**src/txy_pkg.sv**
```systemverilog
// Shared constants and types for the timer X/Y capture and bank select block
package txy_pkg;

	localparam int ADDR_W = 20;
	localparam int IDX_W = 18;

	// Register indices; byte address is four times the index
	localparam logic [IDX_W-1:0] IDX_WIN_FIRST = 18'h0fff0;
	localparam logic [IDX_W-1:0] IDX_WIN_LAST = 18'h0fff7;
	localparam logic [IDX_W-1:0] IDX_CAP_CTRL = 18'h0fff8;
	localparam logic [IDX_W-1:0] IDX_BANK_SEL = 18'h0fff9;
	localparam logic [IDX_W-1:0] IDX_XY_CLK = 18'h0fffa;
	localparam logic [IDX_W-1:0] IDX_IRQ_STAT = 18'h0fffb;
	localparam logic [IDX_W-1:0] IDX_IRQ_MASK = 18'h0fffc;

	// Window slots
	localparam logic [2:0] SLOT_RISE = 3'h2;
	localparam logic [2:0] SLOT_FALL = 3'h3;
	localparam logic [2:0] SLOT_Y_LAST = 3'h4;

	// Field positions
	localparam int ARM_BIT = 4;
	localparam int BANK_BIT = 7;
	localparam int XCS_BIT = 5;
	localparam int YCS_BIT = 4;
	localparam int IRQ_RISE = 0;
	localparam int IRQ_PAIR = 1;
	localparam int IRQ_W = 2;

	localparam logic [2:0] CKS_CASCADE = 3'h4;
	localparam logic [7:0] REG_RESET = 8'h00;
	localparam logic [7:0] CAP_RESET = 8'h00;
	localparam logic [IRQ_W-1:0] IRQ_RESET = 2'h0;

	typedef struct packed {
		logic valid;
		logic bank;
		logic [2:0] slot;
		logic write;
		logic [7:0] wdata;
	} win_req_t;

	typedef struct packed {
		logic rise_stb;
		logic pair_stb;
		logic [7:0] rise_val;
		logic [7:0] fall_val;
	} capture_t;

	typedef enum logic [2:0] {
		CAP_WAIT_RISE = 3'b001,
		CAP_WAIT_FALL = 3'b010,
		CAP_DONE = 3'b100
	} cap_state_t;

	typedef enum logic [2:0] {
		BUS_IDLE = 3'b001,
		BUS_FWD = 3'b010,
		BUS_DONE = 3'b100
	} bus_state_t;

endpackage
```
**src/pulse_capture.sv**
```systemverilog
// One-shot rise/fall capture of the channel X count
module pulse_capture (
	input wire logic i_mclk,
	input wire logic i_rst_n,
	input wire logic i_arm,
	input wire logic i_cap_pin,
	input wire logic [7:0] i_count,
	input wire logic i_read_hold,
	output txy_pkg::capture_t o_cap
);
	import txy_pkg::*;

	cap_state_t state_reg;
	logic pin_prev_reg;
	logic rise_pend_reg;
	logic fall_pend_reg;
	logic rise_edge;
	logic fall_edge;
	logic rise_eff;
	logic fall_eff;

	assign rise_edge = i_cap_pin & ~pin_prev_reg;
	assign fall_edge = ~i_cap_pin & pin_prev_reg;
	// Edge during a capture register read waits one cycle
	assign rise_eff = (rise_edge & ~i_read_hold) | rise_pend_reg;
	assign fall_eff = (fall_edge & ~i_read_hold) | fall_pend_reg;

	always_ff @(posedge i_mclk) begin
		if (!i_rst_n) begin
			pin_prev_reg <= 1'b0;
			rise_pend_reg <= 1'b0;
			fall_pend_reg <= 1'b0;
		end else begin
			pin_prev_reg <= i_cap_pin;
			rise_pend_reg <= i_arm & rise_edge & i_read_hold;
			fall_pend_reg <= i_arm & fall_edge & i_read_hold;
		end
	end

	always_ff @(posedge i_mclk) begin
		if (!i_rst_n) begin
			state_reg <= CAP_WAIT_RISE;
			o_cap <= '0;
		end else begin
			o_cap.rise_stb <= 1'b0;
			o_cap.pair_stb <= 1'b0;
			if (!i_arm) begin
				state_reg <= CAP_WAIT_RISE;
			end else begin
				unique case (state_reg)
					// Falls before the first rise are ignored
					CAP_WAIT_RISE: if (rise_eff) begin
						o_cap.rise_val <= i_count;
						o_cap.rise_stb <= 1'b1;
						state_reg <= CAP_WAIT_FALL;
					end
					CAP_WAIT_FALL: if (fall_eff) begin
						o_cap.fall_val <= i_count;
						o_cap.pair_stb <= 1'b1;
						state_reg <= CAP_DONE;
					end
					CAP_DONE: state_reg <= CAP_DONE;
					default: state_reg <= CAP_WAIT_RISE;
				endcase
			end
		end
	end
endmodule

```
**src/timer_xy_conn.sv**
```systemverilog
// Timer X/Y connection logic: capture control, bank window and clock select
// Function
// While armed, the X count is stored on a capture rise, then on the next fall.
// After a rise then a fall has been captured, hardware clears the arm bit.
// Arm becomes 1 only on a write of 1 after reading it as 0, and resets to 0.
// Software keeps the reserved bits of the three connection registers at zero.
// With bank select 0 the shared window reaches the channel X registers.
// With bank select 1 the shared window reaches the channel Y registers.
// Window slots map to X or Y registers by the fixed per-bank order.
// The clock control register holds X select at bit 5 and Y select at bit 4.
// After arming, a fall before any rise is ignored.
// Rise and fall capture registers are 8-bit, read-only and reset to zero.
// Y source 100 with Y select set joins Y and X into one 16-bit counter.
// X source 100 with X select set counts Y compare-match A events on X.
// A capture edge during a capture register read is postponed one cycle.
module timer_xy_conn (
	input wire logic i_mclk,
	input wire logic i_rst_n,
	input wire logic i_psel,
	input wire logic i_penable,
	input wire logic i_pwrite,
	input wire logic [txy_pkg::ADDR_W-1:0] i_paddr,
	input wire logic [31:0] i_pwdata,
	input wire logic [3:0] i_pstrb,
	output logic [31:0] o_prdata,
	output logic o_pready,
	output logic o_pslverr,
	input wire logic i_cap_pin,
	input wire logic [7:0] i_x_counter,
	input wire logic [2:0] i_x_clock_source,
	input wire logic [2:0] i_y_clock_source,
	input wire logic i_y_match_a,
	input wire logic [7:0] i_win_rdata,
	output txy_pkg::win_req_t o_win_req,
	output logic o_capture_arm,
	output logic o_x_clock_select,
	output logic o_y_clock_select,
	output logic o_cascade_16,
	output logic o_x_cm_count,
	output logic o_x_count_pulse,
	output logic o_irq
);
	import txy_pkg::*;

	bus_state_t bus_reg;
	capture_t cap;
	logic bank_reg;
	logic arm_read0_reg;
	logic [IRQ_W-1:0] stat_reg;
	logic [IRQ_W-1:0] mask_reg;
	logic [IRQ_W-1:0] stat_next;
	logic [IRQ_W-1:0] events;

	logic [IDX_W-1:0] idx;
	logic [2:0] slot;
	logic in_win;
	logic hit_rise;
	logic hit_fall;
	logic hit_local_cap;
	logic hit_fwd;
	logic hit_own;
	logic access;
	logic wr_en;
	logic rd_en;
	logic read_hold;
	logic [7:0] wbyte;
	logic [7:0] local_rdata;

	// Decode
	assign idx = i_paddr[ADDR_W-1:2];
	assign slot = idx[2:0];
	assign in_win = (idx >= IDX_WIN_FIRST) && (idx <= IDX_WIN_LAST);
	// Capture registers live only in the channel X bank
	assign hit_rise = in_win && !bank_reg && slot == SLOT_RISE;
	assign hit_fall = in_win && !bank_reg && slot == SLOT_FALL;
	assign hit_local_cap = hit_rise || hit_fall;
	// Y bank has five slots; the rest are holes
	assign hit_fwd = in_win && !hit_local_cap && (!bank_reg || slot <= SLOT_Y_LAST);
	assign hit_own = (idx == IDX_CAP_CTRL) || (idx == IDX_BANK_SEL) || (idx == IDX_XY_CLK)
		|| (idx == IDX_IRQ_STAT) || (idx == IDX_IRQ_MASK);

	assign access = i_psel && i_penable && bus_reg == BUS_IDLE;
	assign wr_en = access && i_pwrite && i_pstrb[0] && hit_own;
	assign rd_en = access && !i_pwrite;
	assign wbyte = i_pwdata[7:0];
	// Held over the whole transfer so a capture edge never races the read
	assign read_hold = i_psel && !i_pwrite && hit_local_cap;

	pulse_capture u_capture (
		.i_mclk(i_mclk),
		.i_rst_n(i_rst_n),
		.i_arm(o_capture_arm),
		.i_cap_pin(i_cap_pin),
		.i_count(i_x_counter),
		.i_read_hold(read_hold),
		.o_cap(cap)
	);

	always_comb begin
		local_rdata = 8'h00;
		if (hit_rise) begin
			local_rdata = cap.rise_val;
		end else if (hit_fall) begin
			local_rdata = cap.fall_val;
		end else if (idx == IDX_CAP_CTRL) begin
			local_rdata[ARM_BIT] = o_capture_arm;
		end else if (idx == IDX_BANK_SEL) begin
			local_rdata[BANK_BIT] = bank_reg;
		end else if (idx == IDX_XY_CLK) begin
			local_rdata[XCS_BIT] = o_x_clock_select;
			local_rdata[YCS_BIT] = o_y_clock_select;
		end else if (idx == IDX_IRQ_STAT) begin
			local_rdata[IRQ_W-1:0] = stat_reg;
		end else if (idx == IDX_IRQ_MASK) begin
			local_rdata[IRQ_W-1:0] = mask_reg;
		end
	end

	// Bus answer: one wait state locally, two when forwarded to a channel
	always_ff @(posedge i_mclk) begin
		if (!i_rst_n) begin
			bus_reg <= BUS_IDLE;
			o_pready <= 1'b0;
			o_pslverr <= 1'b0;
			o_prdata <= 32'h0000_0000;
			o_win_req <= '0;
		end else begin
			o_win_req.valid <= 1'b0;
			unique case (bus_reg)
				BUS_IDLE: if (i_psel && i_penable) begin
					if (hit_fwd) begin
						o_win_req.valid <= 1'b1;
						o_win_req.bank <= bank_reg;
						o_win_req.slot <= slot;
						o_win_req.write <= i_pwrite && i_pstrb[0];
						o_win_req.wdata <= wbyte;
						bus_reg <= BUS_FWD;
					end else begin
						o_pready <= 1'b1;
						o_pslverr <= !(hit_own || hit_local_cap);
						o_prdata <= {24'h00_0000, i_pwrite ? 8'h00 : local_rdata};
						bus_reg <= BUS_DONE;
					end
				end
				BUS_FWD: begin
					o_pready <= 1'b1;
					o_pslverr <= 1'b0;
					o_prdata <= {24'h00_0000, o_win_req.write ? 8'h00 : i_win_rdata};
					bus_reg <= BUS_DONE;
				end
				BUS_DONE: begin
					o_pready <= 1'b0;
					o_pslverr <= 1'b0;
					bus_reg <= BUS_IDLE;
				end
			endcase
		end
	end

	// Bank select
	always_ff @(posedge i_mclk) begin
		if (!i_rst_n) begin
			bank_reg <= REG_RESET[BANK_BIT];
		end else if (wr_en && idx == IDX_BANK_SEL) begin
			bank_reg <= wbyte[BANK_BIT];
		end
	end

	// Clock selects
	always_ff @(posedge i_mclk) begin
		if (!i_rst_n) begin
			o_x_clock_select <= REG_RESET[XCS_BIT];
			o_y_clock_select <= REG_RESET[YCS_BIT];
		end else if (wr_en && idx == IDX_XY_CLK) begin
			o_x_clock_select <= wbyte[XCS_BIT];
			o_y_clock_select <= wbyte[YCS_BIT];
		end
	end

	// Capture arm: a read of 0 opens the way for one write of 1
	always_ff @(posedge i_mclk) begin
		if (!i_rst_n) begin
			o_capture_arm <= REG_RESET[ARM_BIT];
			arm_read0_reg <= 1'b0;
		end else begin
			if (rd_en && idx == IDX_CAP_CTRL && !o_capture_arm) begin
				arm_read0_reg <= 1'b1;
			end else if (wr_en && idx == IDX_CAP_CTRL) begin
				arm_read0_reg <= 1'b0;
			end
			if (cap.pair_stb) begin
				o_capture_arm <= 1'b0;
			end else if (wr_en && idx == IDX_CAP_CTRL) begin
				if (!wbyte[ARM_BIT]) begin
					o_capture_arm <= 1'b0;
				end else if (arm_read0_reg) begin
					o_capture_arm <= 1'b1;
				end
			end
		end
	end

	// Cascade modes; X count pulse is one cycle behind the Y match
	always_ff @(posedge i_mclk) begin
		if (!i_rst_n) begin
			o_cascade_16 <= 1'b0;
			o_x_cm_count <= 1'b0;
			o_x_count_pulse <= 1'b0;
		end else begin
			o_cascade_16 <= i_y_clock_source == CKS_CASCADE && o_y_clock_select;
			o_x_cm_count <= i_x_clock_source == CKS_CASCADE && o_x_clock_select;
			o_x_count_pulse <= i_x_clock_source == CKS_CASCADE && o_x_clock_select
				&& i_y_match_a;
		end
	end

	// Sticky status; a new event wins over a clear in the same cycle
	always_comb begin
		events = '0;
		events[IRQ_RISE] = cap.rise_stb;
		events[IRQ_PAIR] = cap.pair_stb;
		stat_next = stat_reg;
		if (wr_en && idx == IDX_IRQ_STAT) begin
			stat_next = stat_reg & ~wbyte[IRQ_W-1:0];
		end
		stat_next = stat_next | events;
	end

	always_ff @(posedge i_mclk) begin
		if (!i_rst_n) begin
			stat_reg <= IRQ_RESET;
			mask_reg <= IRQ_RESET;
			o_irq <= 1'b0;
		end else begin
			stat_reg <= stat_next;
			if (wr_en && idx == IDX_IRQ_MASK) begin
				mask_reg <= wbyte[IRQ_W-1:0];
			end
			o_irq <= |(stat_next & mask_reg);
		end
	end
endmodule

```
**config.mk**
```make
export PLATFORM = sky130hd
export DESIGN_NAME = timer_xy_conn
export DESIGN_NICKNAME = d
export VERILOG_FILES = /design/src/txy_pkg.sv /design/src/pulse_capture.sv /design/src/timer_xy_conn.sv
export SDC_FILE = /design/constraint.sdc
export NUM_CORES = 1
export LEC_CHECK = 0
export ABC_CLOCK_PERIOD_IN_PS = 3200
export BUFFER_PORTS_ARGS = -buffer_cell sky130_fd_sc_hd__buf_2
export CAP_MARGIN = 30
export CORE_AREA = 2 2 85 87
export CTS_BUF_LIST = sky130_fd_sc_hd__clkbuf_8
export DETAILED_ROUTE_END_ITERATION = 10
export DIE_AREA = 0 0 87 89
export GPL_TIMING_DRIVEN = 0
export PLACE_DENSITY = 0.81
export SKIP_CTS_REPAIR_TIMING = 1
export SYNTH_ARGS = -nofsm -noshare
export SYNTH_HDL_FRONTEND = slang
export SYNTH_HIERARCHICAL = 1
export SYNTH_SLANG_ARGS = --single-unit
```
**constraint.sdc**
```tcl
create_clock -name i_mclk -period 3.2 [get_ports i_mclk]
set_input_delay 0.64 -clock i_mclk [delete_from_list [all_inputs] [get_ports i_mclk]]
set_output_delay 0.64 -clock i_mclk [all_outputs]
set_load 0.02 [all_outputs]
```
; ---- After elaboration in Yosys (flattened, before gate mapping)
; Cells that the tools add are included.
; Widths: inputs -> output; s select.
[totals]
reg_bits = 88
inputBits = 85
output_inout_bits = 55
[op_classes]
magnitude_cmp = 3
eq_ne = 20
muxes = 42
n_bitwise = 18
reduce_logical = 53
[op_table]
columns = op, count
row1 = $eq 18x16->1 const B, 5
row2 = $mux 32, 2
row3 = $pmux 32 s2, 1
row4 = $logic_and 1x1->1, 25
row5 = $mux 8, 3
row6 = $mux 2, 11
row7 = $reduce_and 3->1, 7
row8 = $ge 18x16->1 const B, 1
row9 = $le 18x16->1 const B, 1
row10 = $pmux 3 s3, 2
row11 = $mux 1, 16
row12 = $mux 14, 1
row13 = $eq 3x2->1 const B, 4
row14 = $eq 3x3->1 const B, 4
row15 = $mux 3, 4
row16 = $and 1x1->1, 8
row17 = $reduce_and 2->1, 4
row18 = $logic_or 1x1->1, 7
row19 = $eq 3x1->1 const B, 2
row20 = $ne 2x1->1 const B, 3
row21 = $reduce_or 2->1, 3
row22 = $logic_not 1->1, 5
row23 = $and 2x2->2, 2
row24 = $ne 2x2->1 const B, 2
row25 = 8 further kinds, 13

; ---- Depth between registers and ports, before layout
[logic_depth]
ltp_word = 12
ltp_mapped = 7
depth_no_buf = 7

; ---- Hierarchy
; The synthesis kept the hierarchy.
[by_module_without_submodules]
columns = module, n_inst, cells_each, area_each_um2
row1 = timer_xy_conn, 1, 241, 2254.7
row2 = pulse_capture, 1, 93, 962.2

; ---- Least setup slack after synthesis
; Ideal clock, no wire load.
[synth_timing]
kind = in2reg
startpoint = input port i_paddr[18] (netlist name)
endpoint = register u_capture/o_cap[0] (netlist name)
arrival_ns = 2.860
setup_slack_ns = 0.268
path_stages = 7
n_path_buf = 0
cell_sequence = nand4bb_1 nor4b_2 nand2_1 nor3b_1 nor3b_4 o211ai_4 mux2i_1
[synth_via]
elab_chain_cells = 10
word_cells_on_any_way = 12
[synth_lines]
columns = element, line
row1 = start: declaration, timer_xy_conn.sv:22  ; input wire logic [txy_pkg::ADDR_W-1:0] i_paddr,
row2 = $ge 18x16->1 or $le 18x16->1 (tied branches), timer_xy_conn.sv:72  ; assign in_win = (idx >= IDX_WIN_FIRST) && (idx <= IDX_WIN_LAST);
row3 = $logic_and 1x1->1 *, timer_xy_conn.sv:72
row4 = $logic_and 1x1->1 *, "timer_xy_conn.sv:74, timer_xy_conn.sv:75"
row5 = "$logic_and 1x1->1, on equally long branches", "timer_xy_conn.sv:74, timer_xy_conn.sv:75"
row6 = $logic_or 1x1->1 *, timer_xy_conn.sv:76  ; assign hit_local_cap = hit_rise || hit_fall;
row7 = $logic_and 1x1->1 *, timer_xy_conn.sv:87  ; assign read_hold = i_psel && !i_pwrite && hit_local_cap;
row8 = named net read_hold, timer_xy_conn.sv:65  ; logic read_hold;
row9 = $not 1->1 *, pulse_capture.sv:26  ; assign fall_eff = (fall_edge & ~i_read_hold) | fall_pend_reg;
row10 = $and 1x1->1 *, pulse_capture.sv:26
row11 = $or 1x1->1 *, pulse_capture.sv:26
row12 = $reduce_and 3->1 (no source line) *, n/a
row13 = end: declaration, pulse_capture.sv:9  ; output txy_pkg::capture_t o_cap
; Mark *: on every way through the listed nets, which the timed path passes. The rest lies on a longest branch.
; A chain may end at the register's enable or synchronous reset.

; ---- Worst setup path after layout
[layout_timing]
startpoint = input port i_paddr[18] (netlist name)
endpoint = register u_capture/o_cap[1] (netlist name)
; The elaborated chain is that of the path after synthesis.

==> flow_metrics.tcl <==
set metrics [dict create \
    final_layout_size_suffix_gt1_share_pct 34.6 \
    layout_common_cells "buf_2, dfxtp_1, mux2i_1" \
    route.vias.total 2834 \
    start_util_pct 47.9 \
    grt.total_usage_pct 19.9 \
    cts.clk_slew.worst_paths_ps 70 \
    finalSetupViolCount 0 \
    synth_xor_area_share_pct 0.545 \
    post_drt_wl_per_cell_microns 14.5 \
    fp.dieH_microns 89 \
    ys_seq_area_share_pct 39.8 \
    drt-initial-drc-count 235 \
    crit_fanout 9 \
    syn_to_final_growth_pct 24.9 \
    start_kind "input pin" \
    grt_pass1_vias 2669 \
    clk-insertion-delay-late_ps 340 \
    dp_hpwl_microns 5980 \
    nets 538 \
    n_fill_cell 600 \
    min_period_over_period_pct 91.1 \
    cts_tree "yes" \
    wl_microns 7790 \
    leakagePower_nw 1.97 \
    vias_per_cell 5.29 \
    largest-register "u_capture/o_cap" \
    drc 0 \
    arrival_ps 3180 \
    finalPower_mw 1.69 \
    synth_compound_area_share_pct 13.3 \
    grt_first_pass_wirelength_microns 11900 \
    die_area_sq_um 7740 \
    final_cells 536 \
    grt_max_degree 11 \
    synth-simple-area-share_pct 23.8 \
    multi_input_area_sq_um 1770 \
    synth_cell_types 57 \
    synth-seq-cells 64 \
    finalWeightedCongestion 0.863 \
    status "finished, final reports clean" \
    fmax_ghz 0.343 \
    cts.sink_count 64 \
    setup_tns_ps 0 \
    syn_area_per_cell_sq_um 9.63 \
    synth_top_area_share_pct 39.8 \
    drv_cap 0 \
    dp_slack_ps -510 \
    yosys.area.top_type "dfxtp_1" \
    regArea_sq_um 1280 \
    async_flop_share_pct 0 \
    ant_nets 0 \
    finalCriticalPeriod_ps 2910 \
    syn_area_sq_um 3220 \
    hold_viol 0 \
    crit_required_ps 3460 \
    yosys_warnings 6 \
    power_density_nw_per_um2 421 \
    std_cell_rows 30 \
    tightestPinTransition_ps 746 \
    synthCells 334 \
    h-tree-depth 3 \
    grt_remaining_overflow 0 \
    cts_buffer_depth 2 \
    synth_top_family_by_area "simple AND/OR/NAND/NOR gates" \
    clock-root-buffer "clkbuf_8" \
    io_buffers 85 \
    dp.cells 522 \
    die_x_microns 87 \
    final_common_cell "buf_2" \
    synthMuxAreaShare_pct 14.0 \
    fin_worst_skew_ps 10.4 \
    synth_area_leaders "dfxtp_1, mux2i_1, buf_4" \
    largest_reg_flops 18 \
    ios 140 \
    diodes 0 \
    synth_edf_count 0 \
    relSlewSlack_pct 49.9 \
    numCtsBuffers 9 \
    final_core_util_pct 59.8 \
    cp-end-kind "flip-flop" \
    worst_slack_ps 285 \
    synthAdderAreaFrac_pct 0 \
    crit_type "in -> reg" \
    first_pass_iters 4 \
    antenna_found_initial 0 \
    top_regs "u_capture/o_cap x18, o_win_req x14, o_prdata x8" \
    hold_path.class "reg -> reg" \
    coreArea_sq_um 6720 \
    vdd_drop_max_mv 0.253 \
    slew_violations 0 \
    ys.flop_type "dfxtp_1" \
    rsz0062_at_grt "false" \
]
==> cells by family (layout without fill, tap and decap cells) <==
group,count (synthesis),in the layout
flip-flops,64,64
other,1,24
buffers and inverters,43,142
XOR/XNOR,2,2
AO/OA/AOI/OAI,50,50
AND/OR/NAND/NOR,130,130
multiplexers,44,44
==> synthesized netlist by cell type, drive strengths merged, types with 5 or more instances <==
master,n
nor2,34
nand4,10
mux2i,35
clkbuf,11
nor3,12
nor4,5
buf,28
o21ai,8
a32oi,8
a21oi,7
a311oi,5
nand2,33
dfxtp,64
nor3b,8
nor2b,6
mux2,9
==> area by class of cell <==
class,instances,share of cell area (%)
multi-input cells,250,44.0
plain buffers,39,6.29
well taps,80,2.49
clock buffers,9,3.08
repair buffers,85,10.6
clock inverters,5,1.28
inverters,4,0.374
flip-flops and latches,64,31.9
==> worst max-delay path, stage by stage <==
cell       delay [ps]
buf_2              90
nand4bb_1         370
nor4b_4           600
nand2_1           180
nor3b_2           520
nor3b_4           130
o211ai_4          390
mux2i_1           240
==> metal layers <==
metal  track usage, %  vias up  routed length (microns)
met5                0        -                        0
met4             8.66        0                      108
met3             5.26       11                      635
met2             33.2      110                     3820
met1             24.3     1320                     3230
li1                 -     1393                        -
==> metrics by stage <==
stage	hold WS (ps)	instance area, sq um
finish	456	4020
global route	486	4020
CTS	460	4000
detailed placement	449	3830
global placement	442	3830
floorplan	418	3300
==> path summary, 6_finish.rpt <==
kind / endpoint / from / slack (ps) / cells past startpoint
worst max register to register: u_capture/o_cap[1] / bank_reg / 450 / 7
worst min-delay path: stat_reg[0] / u_capture/o_cap[17] / 460 / 1
worst max-delay path: u_capture/o_cap[1] / i_paddr[18] / 290 / 8
worst min register to register: stat_reg[0] / u_capture/o_cap[17] / 460 / 1
==> report_power, final <==
| group | internal, mW | switching, mW | leakage (nW) |
|---|---|---|---|
| logic | 0.0920 | 0.128 | 1.36 |
| clock network | 0.345 | 0.301 | 0.0921 |
| registers | 0.812 | 0.0112 | 0.518 |
| total | 1.25 | 0.441 | 1.97 |
Note: power is estimated with default switching activity, not from simulation.
